$ cat config.mk
export PLATFORM = sky130hd
export DESIGN_NAME = shbp_port16
export DESIGN_NICKNAME = d
export VERILOG_FILES = /design/src/shbp_pkg.sv /design/src/shbp_port16.sv /design/src/shbp_strap_latch.sv
export VERILOG_INCLUDE_DIRS = /design/src
export SDC_FILE = /design/constraint.sdc
export NUM_CORES = 1
export LEC_CHECK = 0
export ABC_CLOCK_PERIOD_IN_PS = 4100
export BUFFER_PORTS_ARGS = -buffer_cell sky130_fd_sc_hd__buf_2
export CAP_MARGIN = 0
export CORE_ASPECT_RATIO = 0.6
export CORE_MARGIN = 3
export CORE_UTILIZATION = 30
export CTS_CLUSTER_SIZE = 40
export DETAILED_ROUTE_END_ITERATION = 8
export SYNTH_ARGS = -nofsm -noshare
export SYNTH_HDL_FRONTEND = slang
export SYNTH_HIERARCHICAL = 1
export SYNTH_SLANG_ARGS = --single-unit
$ cat constraint.sdc
create_clock -name clk_sys -period 4.1 [get_ports clk_sys]
set_input_delay 0 -clock clk_sys [delete_from_list [all_inputs] [get_ports clk_sys]]
set_output_delay 0 -clock clk_sys [all_outputs]
set_load 0.1 [all_outputs]
$ cat src/shbp_cfg.svh
// Constants for the synchronous host bus port
`ifndef SHBP_CFG_SVH
`define SHBP_CFG_SVH
`define SHBP_CLK_PERIOD_NS 10
`define SHBP_MIN_CYCLE_CLKS 2
`define SHBP_RSP_LATENCY 2
`define SHBP_REG_SPACE_BYTES 262144
`define SHBP_ADDR_BITS 18
`define SHBP_MODE_GENERIC1_BE 4'hb
`define SHBP_MODE_GENERIC2_LE 4'h4
`define SHBP_ENDIAN_BIT 3
`define SHBP_DATA_BITS 16
`endif

$ cat src/shbp_pkg.sv
// Types for the synchronous host bus port
package shbp_pkg;
   typedef enum logic [1:0] {
      SHBP_IDLE = 2'b00,
      SHBP_WAIT = 2'b01,
      SHBP_ACK = 2'b10,
      SHBP_DONE = 2'b11
   } shbp_state_e;
   typedef struct packed {
      logic memSpace;
      logic [17:0] addr;
      logic isWrite;
      logic [1:0] byteEn;
      logic [15:0] wdata;
   } shbp_req_s;
   typedef struct packed {
      logic [3:0] busMode;
      logic holdActiveHigh;
   } shbp_strap_s;
endpackage

$ cat src/shbp_port16.sv
// Synchronous 16-bit host bus port, device end
`timescale 1ns/1ps
`default_nettype none
`include "shbp_cfg.svh"
module shbp_port16 #(
   parameter int DATA_W = `SHBP_DATA_BITS,
   parameter int ADDR_W = `SHBP_ADDR_BITS
) (
   input wire logic clk_sys,
   input wire logic reset_n,
   input wire logic chip_select_n,
   input wire logic mem_reg_select,
   input wire logic [ADDR_W-1:0] device_address,
   input wire logic low_byte_read_n,
   input wire logic high_byte_read_n,
   input wire logic low_byte_write_n,
   input wire logic high_byte_write_n,
   input wire logic bus_start_n,
   input wire logic [DATA_W-1:0] dataIn,
   output logic [DATA_W-1:0] dataOut,
   output logic dataOutEn_n,
   output logic hold_off_n,
   output logic holdOffEn_n,
   input wire logic endian_strap,
   input wire logic hold_polarity_strap,
   input wire logic [2:0] modeStrap,
   output logic [3:0] busMode,
   output logic bigEndian,
   output logic reqValid,
   output shbp_pkg::shbp_req_s reqOut,
   input wire logic rspReady,
   input wire logic [DATA_W-1:0] rspData
);
   // ------------------------------------------------------------
   // Strap capture
   // ------------------------------------------------------------
   shbp_pkg::shbp_strap_s strapIn;
   shbp_pkg::shbp_strap_s strapNow;
   assign strapIn = '{busMode: {endian_strap, modeStrap}, holdActiveHigh: hold_polarity_strap};
   shbp_strap_latch uStrap (
      .clk_sys(clk_sys),
      .reset_n(reset_n),
      .strapIn(strapIn),
      .strapOut(strapNow)
   );

   // ------------------------------------------------------------
   // Access decode
   // ------------------------------------------------------------
   logic anyRead;
   logic anyWrite;
   logic selActive;
   assign selActive = ~chip_select_n;
   assign anyRead = selActive & (~low_byte_read_n | ~high_byte_read_n);
   assign anyWrite = selActive & (~low_byte_write_n | ~high_byte_write_n);

   // ------------------------------------------------------------
   // Cycle state
   // ------------------------------------------------------------
   shbp_pkg::shbp_state_e state_reg;
   shbp_pkg::shbp_state_e state_next;
   shbp_pkg::shbp_req_s req_reg;
   shbp_pkg::shbp_req_s req_next;
   logic reqValid_reg;
   logic reqValid_next;
   logic [DATA_W-1:0] dataOut_reg;
   logic [DATA_W-1:0] dataOut_next;
   logic drive_reg;
   logic drive_next;
   logic holdAct_reg;
   logic holdAct_next;
   logic holdOut;

   always_comb begin
      state_next = state_reg;
      req_next = req_reg;
      reqValid_next = 1'b0;
      dataOut_next = dataOut_reg;
      drive_next = 1'b0;
      holdAct_next = 1'b0;
      unique case (state_reg)
         shbp_pkg::SHBP_IDLE: begin
            if (anyRead || anyWrite) begin
               req_next.memSpace = mem_reg_select;
               req_next.addr = device_address;
               req_next.isWrite = anyWrite;
               // Reads always move both bytes
               req_next.byteEn = anyWrite ? {~high_byte_write_n, ~low_byte_write_n} : 2'h3;
               req_next.wdata = dataIn;
               reqValid_next = 1'b1;
               state_next = shbp_pkg::SHBP_WAIT;
            end
         end
         shbp_pkg::SHBP_WAIT: begin
            // Stall until arbitration completes
            drive_next = ~req_reg.isWrite & selActive;
            if (!selActive) begin
               state_next = shbp_pkg::SHBP_IDLE;
            end else if (rspReady) begin
               dataOut_next = rspData;
               holdAct_next = 1'b1;
               state_next = shbp_pkg::SHBP_ACK;
            end
         end
         shbp_pkg::SHBP_ACK: begin
            // Acknowledge stands for exactly one clock
            drive_next = ~req_reg.isWrite & selActive;
            state_next = shbp_pkg::SHBP_DONE;
         end
         shbp_pkg::SHBP_DONE: begin
            // No burst stepping; each strobe is one single transfer
            // No error response is generated here
            drive_next = ~req_reg.isWrite & selActive;
            if (!(anyRead || anyWrite)) begin
               state_next = shbp_pkg::SHBP_IDLE;
            end
         end
      endcase
      if (!selActive) begin
         holdAct_next = 1'b0;
      end
   end

   always_ff @(posedge clk_sys) begin
      if (!reset_n) begin
         state_reg <= shbp_pkg::SHBP_IDLE;
         req_reg <= '0;
         reqValid_reg <= 1'b0;
         dataOut_reg <= '0;
         drive_reg <= 1'b0;
         holdAct_reg <= 1'b0;
      end else begin
         state_reg <= state_next;
         req_reg <= req_next;
         reqValid_reg <= reqValid_next;
         dataOut_reg <= dataOut_next;
         drive_reg <= drive_next;
         holdAct_reg <= holdAct_next;
      end
   end

   // ------------------------------------------------------------
   // Output registers
   // ------------------------------------------------------------
   logic holdPin_reg;
   logic holdEn_reg;
   logic dEn_reg;
   always_comb begin
      holdOut = strapNow.holdActiveHigh ? holdAct_next : ~holdAct_next;
   end
   always_ff @(posedge clk_sys) begin
      if (!reset_n) begin
         holdPin_reg <= 1'b0;
         holdEn_reg <= 1'b1;
         dEn_reg <= 1'b1;
      end else begin
         holdPin_reg <= holdOut;
         holdEn_reg <= ~selActive;
         dEn_reg <= ~drive_next;
      end
   end
   assign hold_off_n = holdPin_reg;
   assign holdOffEn_n = holdEn_reg;
   assign dataOut = dataOut_reg;
   assign dataOutEn_n = dEn_reg;
   assign reqValid = reqValid_reg;
   assign reqOut = req_reg;
   assign busMode = strapNow.busMode;
   assign bigEndian = strapNow.busMode[`SHBP_ENDIAN_BIT];

   // ------------------------------------------------------------
   // Checks
   // ------------------------------------------------------------
   chk_ack_one_cycle: assert property (@(posedge clk_sys) disable iff (!reset_n)
      state_reg == shbp_pkg::SHBP_ACK |=> state_reg != shbp_pkg::SHBP_ACK)
      else $error("acknowledge longer than one cycle");
   chk_min_two_clocks: assert property (@(posedge clk_sys) disable iff (!reset_n)
      reqValid_reg |-> state_reg == shbp_pkg::SHBP_WAIT ##0 !holdAct_reg)
      else $error("cycle shorter than two clocks");
   chk_hold_idle_cs: assert property (@(posedge clk_sys) disable iff (!reset_n)
      $past(chip_select_n) |-> holdEn_reg && !holdAct_reg)
      else $error("hold driven outside chip select");
   chk_read_full_word: assert property (@(posedge clk_sys) disable iff (!reset_n)
      reqValid_reg && !req_reg.isWrite |-> req_reg.byteEn == 2'h3)
      else $error("read not full width");
   chk_space_steer: assert property (@(posedge clk_sys) disable iff (!reset_n)
      state_reg == shbp_pkg::SHBP_IDLE && (anyRead || anyWrite)
      |=> req_reg.memSpace == $past(mem_reg_select))
      else $error("space select not captured");
   chk_hold_until_ready: assert property (@(posedge clk_sys) disable iff (!reset_n)
      state_reg == shbp_pkg::SHBP_WAIT && !rspReady |=> !holdAct_reg)
      else $error("acknowledge before ready");
   chk_ready_acks: assert property (@(posedge clk_sys) disable iff (!reset_n)
      state_reg == shbp_pkg::SHBP_WAIT && rspReady && selActive
      |=> holdAct_reg ##1 !holdAct_reg)
      else $error("ready did not give one acknowledge");
   chk_strap_stable: assert property (@(posedge clk_sys) disable iff (!reset_n)
      $past(reset_n) |-> $stable(strapNow))
      else $error("strap changed after reset");
   chk_single_only: assert property (@(posedge clk_sys) disable iff (!reset_n)
      state_reg == shbp_pkg::SHBP_DONE && (anyRead || anyWrite) |=> !reqValid_reg)
      else $error("second transfer in same cycle");
endmodule // shbp_port16
`default_nettype wire

$ cat src/shbp_strap_latch.sv
// Captures the configuration straps at reset release
`timescale 1ns/1ps
`default_nettype none
module shbp_strap_latch (
   input wire logic clk_sys,
   input wire logic reset_n,
   input wire shbp_pkg::shbp_strap_s strapIn,
   output var shbp_pkg::shbp_strap_s strapOut
);
   shbp_pkg::shbp_strap_s strap_reg;
   shbp_pkg::shbp_strap_s strap_next;
   always_comb begin
      strap_next = strap_reg;
      if (!reset_n) begin
         strap_next = strapIn;
      end
   end
   always_ff @(posedge clk_sys) begin
      strap_reg <= strap_next;
   end
   assign strapOut = strap_reg;
endmodule // shbp_strap_latch
`default_nettype wire

==> run_results.csv <==
group,metric,value,unit
status,run_status,"complete, no violations",
critical_path,cpPeakStageDelay,0.84,ns
logic_synthesis,ys_seq_elements,65,
routing,number_of_drc_markers_after_the_initial_detailed_route_iteration,57,
placed_design,post-dp-hpwl,4220,µm
logic_synthesis,synth.net_count,331,
placed_design,detailedPlace.worstSlack,1.85,ns
clock_tree,cts_tree,"done",
power_and_ir_drop,worst_vdd_drop,0.250,mV
final_layout,layout.core_utilization,50.9,%
power_and_ir_drop,totalPowerFinal,1.99,mW
clock_tree,buffers_inserted_during_post_cts_setup_optimization,0,
clock_tree,cts_resized,0,
placed_design,dp.cells,482,
placed_design,gp_routability_congestion,0.717,
final_layout,largest_register_ffs,38,
die,design.die.area,9660,µm²
die,core_region_area,8070,µm²
clock_tree,cts-buffers-inserted,9,
timing,final_min_period_over_clock_period,54.2,%
global_route,via_count_of_the_first_global_routing_pass,2438,
timing,totalNegativeSetupSlack,0,ns
critical_path,crit_family,"simple AND/OR/NAND/NOR gates",
logic_synthesis,count_of_flip_flops_with_a_built_in_enable_after_synthesis,5,
min_path,hold_path_startpoint,"high_byte_write_n",
timing,layout_min_cycle_time,2.22,ns
routing,detail_route.vias_per_cell,4.29,
timing,max_slew_margin,33.8,%
final_layout,instances_no_fill,557,
global_route,initial_antenna_violation_count,0,
critical_path,rrSetupSlack,1.88,ns
routing,drt_drc_violations_left,0,
clock_tree,cts_hold_repair.buffers,59,
min_path,min_path_type,"input port to flop",
placed_design,port_buffers,126,
clock_tree,worstSkewPairLatency,0.33,ns
logic_synthesis,synthFlopType,"dfxtp_1",
clock_tree,root_buffer,"clkbuf_16",
clock_tree,cts_num_sinks,65,
final_layout,layout.cells.most_common,"buf_2",
die,placement_rows,25,
critical_path,arrival,2.47,ns
global_route,grt_pass1_wl,11500,µm
timing,report.final.setup_viol,0,
timing,achievable-frequency,450,MHz
critical_path,critPathBufInv,1,
logic_synthesis,synthesis.area,2550,µm²
timing,finalWorstSetupSlack,1.88,ns
logic_synthesis,postSynth.asyncResetShare,0,%
critical_path,critical_path_peak_fanout,27,
routing,postRouteWirelength,6640,µm
clock_tree,h-tree-depth,3,
final_layout,fillers,773,
clock_tree,clock_path_buffers,2,
routing,detail_route.first_pass.iterations,5,
final_layout,nets,509,
timing,rsz0062_at_grt,"false",
min_path,min_path_cells,3,
power_and_ir_drop,switching_share,34.6,%
critical_path,critical_path.cell_chain,"nor3_4 > nor2b_4 > buf_4 > mux2i_1",
timing,fin_skew,0.00481,ns
die,die_h,77.4,µm
power_and_ir_drop,comb_power_share,25.9,%
critical_path,timing.critical_path.from_type,"flop",
die,fp.dieW,125,µm
timing,report.final.hold_viol_count,0,
job,cap_viol_max_count,0,
routing,route.detailed.wl_per_inst,11.9,µm
final_layout,drive_above_1_share,32.7,%
timing,final-max-slew-violation-count,0,
power_and_ir_drop,seq_power_share,35.4,%
final_layout,antenna_cells,0,
power_and_ir_drop,power.net_switching,688,µW
clock_tree,path_clk_slew,0.06,ns
power_and_ir_drop,intPower,1.30,mW
logic_synthesis,sequential_area_share_after_synthesis,53.1,%
global_route,grt_overflow,0,
routing,route.antenna.remaining_nets,0,
final_layout,area_delta_synth_final,61.2,%
global_route,pin_count_of_the_biggest_net_entering_global_routing,50,
min_path,timing.hold.worst_endpoint,"reqOut[17]",
final_layout,most-common-layout-cells,"126 x buf_2, 105 x nand2_1, 60 x dfxtp_1",
critical_path,setup.worst_path.class,"flop to flop",
timing,tightestPinTransition,0.992,ns
die,pin_count,128,
global_route,globalRouteTotalUtil,14.5,%
critical_path,timing.reg2reg.worst_path_depth,4,
logic_synthesis,ys_types,32,
power_and_ir_drop,power_density_of_the_placed_cells,485,nW/µm²
critical_path,cp_slowest_cell,"nor2b_4",
logic_synthesis,netlist_instances,266,
logic_synthesis,postSynthAreaPerCell,9.57,µm²
critical_path,crit_path_end_kind,"flop",
power_and_ir_drop,share_clk_of_total_power,38.7,%
critical_path,critical_path_required,4.35,ns
routing,detailroute.via_count,2388,
die,initial_utilization,31.6,%
power_and_ir_drop,p_leak,1.93,nW
critical_path,destination_of_the_worst_register_to_register_timing_path,"reqOut[3]",
logic_synthesis,synthesis.yosys.warnings,6,
## logic make-up after synthesis
family                    Yosys count  share of synthesized area [%]
and+or+nand+nor                   120                           20.3
DFF                                65                           53.1
muxes                              35                           13.8
AOI/OAI and AO/OA                  24                           7.13
buffers and inverters              21                           5.40
xor gates and xnor gates            1                          0.344
## layout make-up
type | instances | area (µm²) | share of cell area, %
Clock buffer | 10 | 239 | 5.82
Clock inverter | 6 | 67.6 | 1.65
Inverter | 1 | 3.75 | 0.0914
Multi-Input combinational cell | 180 | 1070 | 26.1
Sequential cell | 65 | 1350 | 32.9
Tap cell | 108 | 135 | 3.29
Timing Repair Buffer | 187 | 1240 | 30.1
## worst max path at each step
stage | from | cells after the start | slack, ns | end
after floorplan | uStrap/strapOut[4] | 1 | 2.75 | busMode[3]
after global placement | flop | 4 | 1.94 | reqOut[14]
after detailed placement | flop | 4 | 1.85 | reqOut[26]
after CTS | flop | 4 | 1.85 | reqOut[3]
after global routing | flop | 4 | 1.65 | reqOut[26]
final | flop | 4 | 1.88 | reqOut[3]
## Yosys cell counts, drive strengths merged, types with 2 or more instances
cell type / count / area [µm²]
o211a: 2 / 20.0
nand2: 105 / 394
edfxtp: 5 / 150
nor2b: 2 / 20.0
nand3b: 2 / 15.0
and2: 2 / 12.5
buf: 11 / 100
o21ai: 2 / 10.0
nand2b: 2 / 12.5
dfxtp: 60 / 1200
clkbuf: 9 / 33.8
mux2i: 35 / 350
a21boi: 16 / 120
## metrics by stage
step,area [µm²],hold WS (ns)
after floorplan,2550,0.0989
after CTS,4110,0.0296
after global routing,4110,0.0413
final,4110,0.0420
after detailed placement,3210,0.180
after global placement,3210,0.177
## power groups by stage
stage	Sequential [mW]	Clock, mW	Combinational, mW
2_1_floorplan	1.00	0	0.110
3_3_place_gp	0.716	0	0.469
3_5_place_dp	0.717	0	0.473
4_1_cts	0.705	0.792	0.516
5_1_grt	0.711	0.822	0.540
6_report	0.705	0.769	0.515
## worst register-to-register path: cells and delay by family (launching register included)
family                 cells  cell delay, ns
muxes                      1            0.22
DFF                        1            0.41
and+or+nand+nor            2            1.12
buffers and inverters      1            0.40
## routing by layer
metal	part of all wire, %	global-route usage [%]	vias up	routed length (µm)
li1	-	-	1225	-
met1	46	17.6	1073	3060
met2	45	23.5	82	2960
met3	8.0	5.91	8	528
met4	1.5	4.87	0	97
met5	0	0	-	0
No activity file was read; power rests on OpenSTA's default activity.
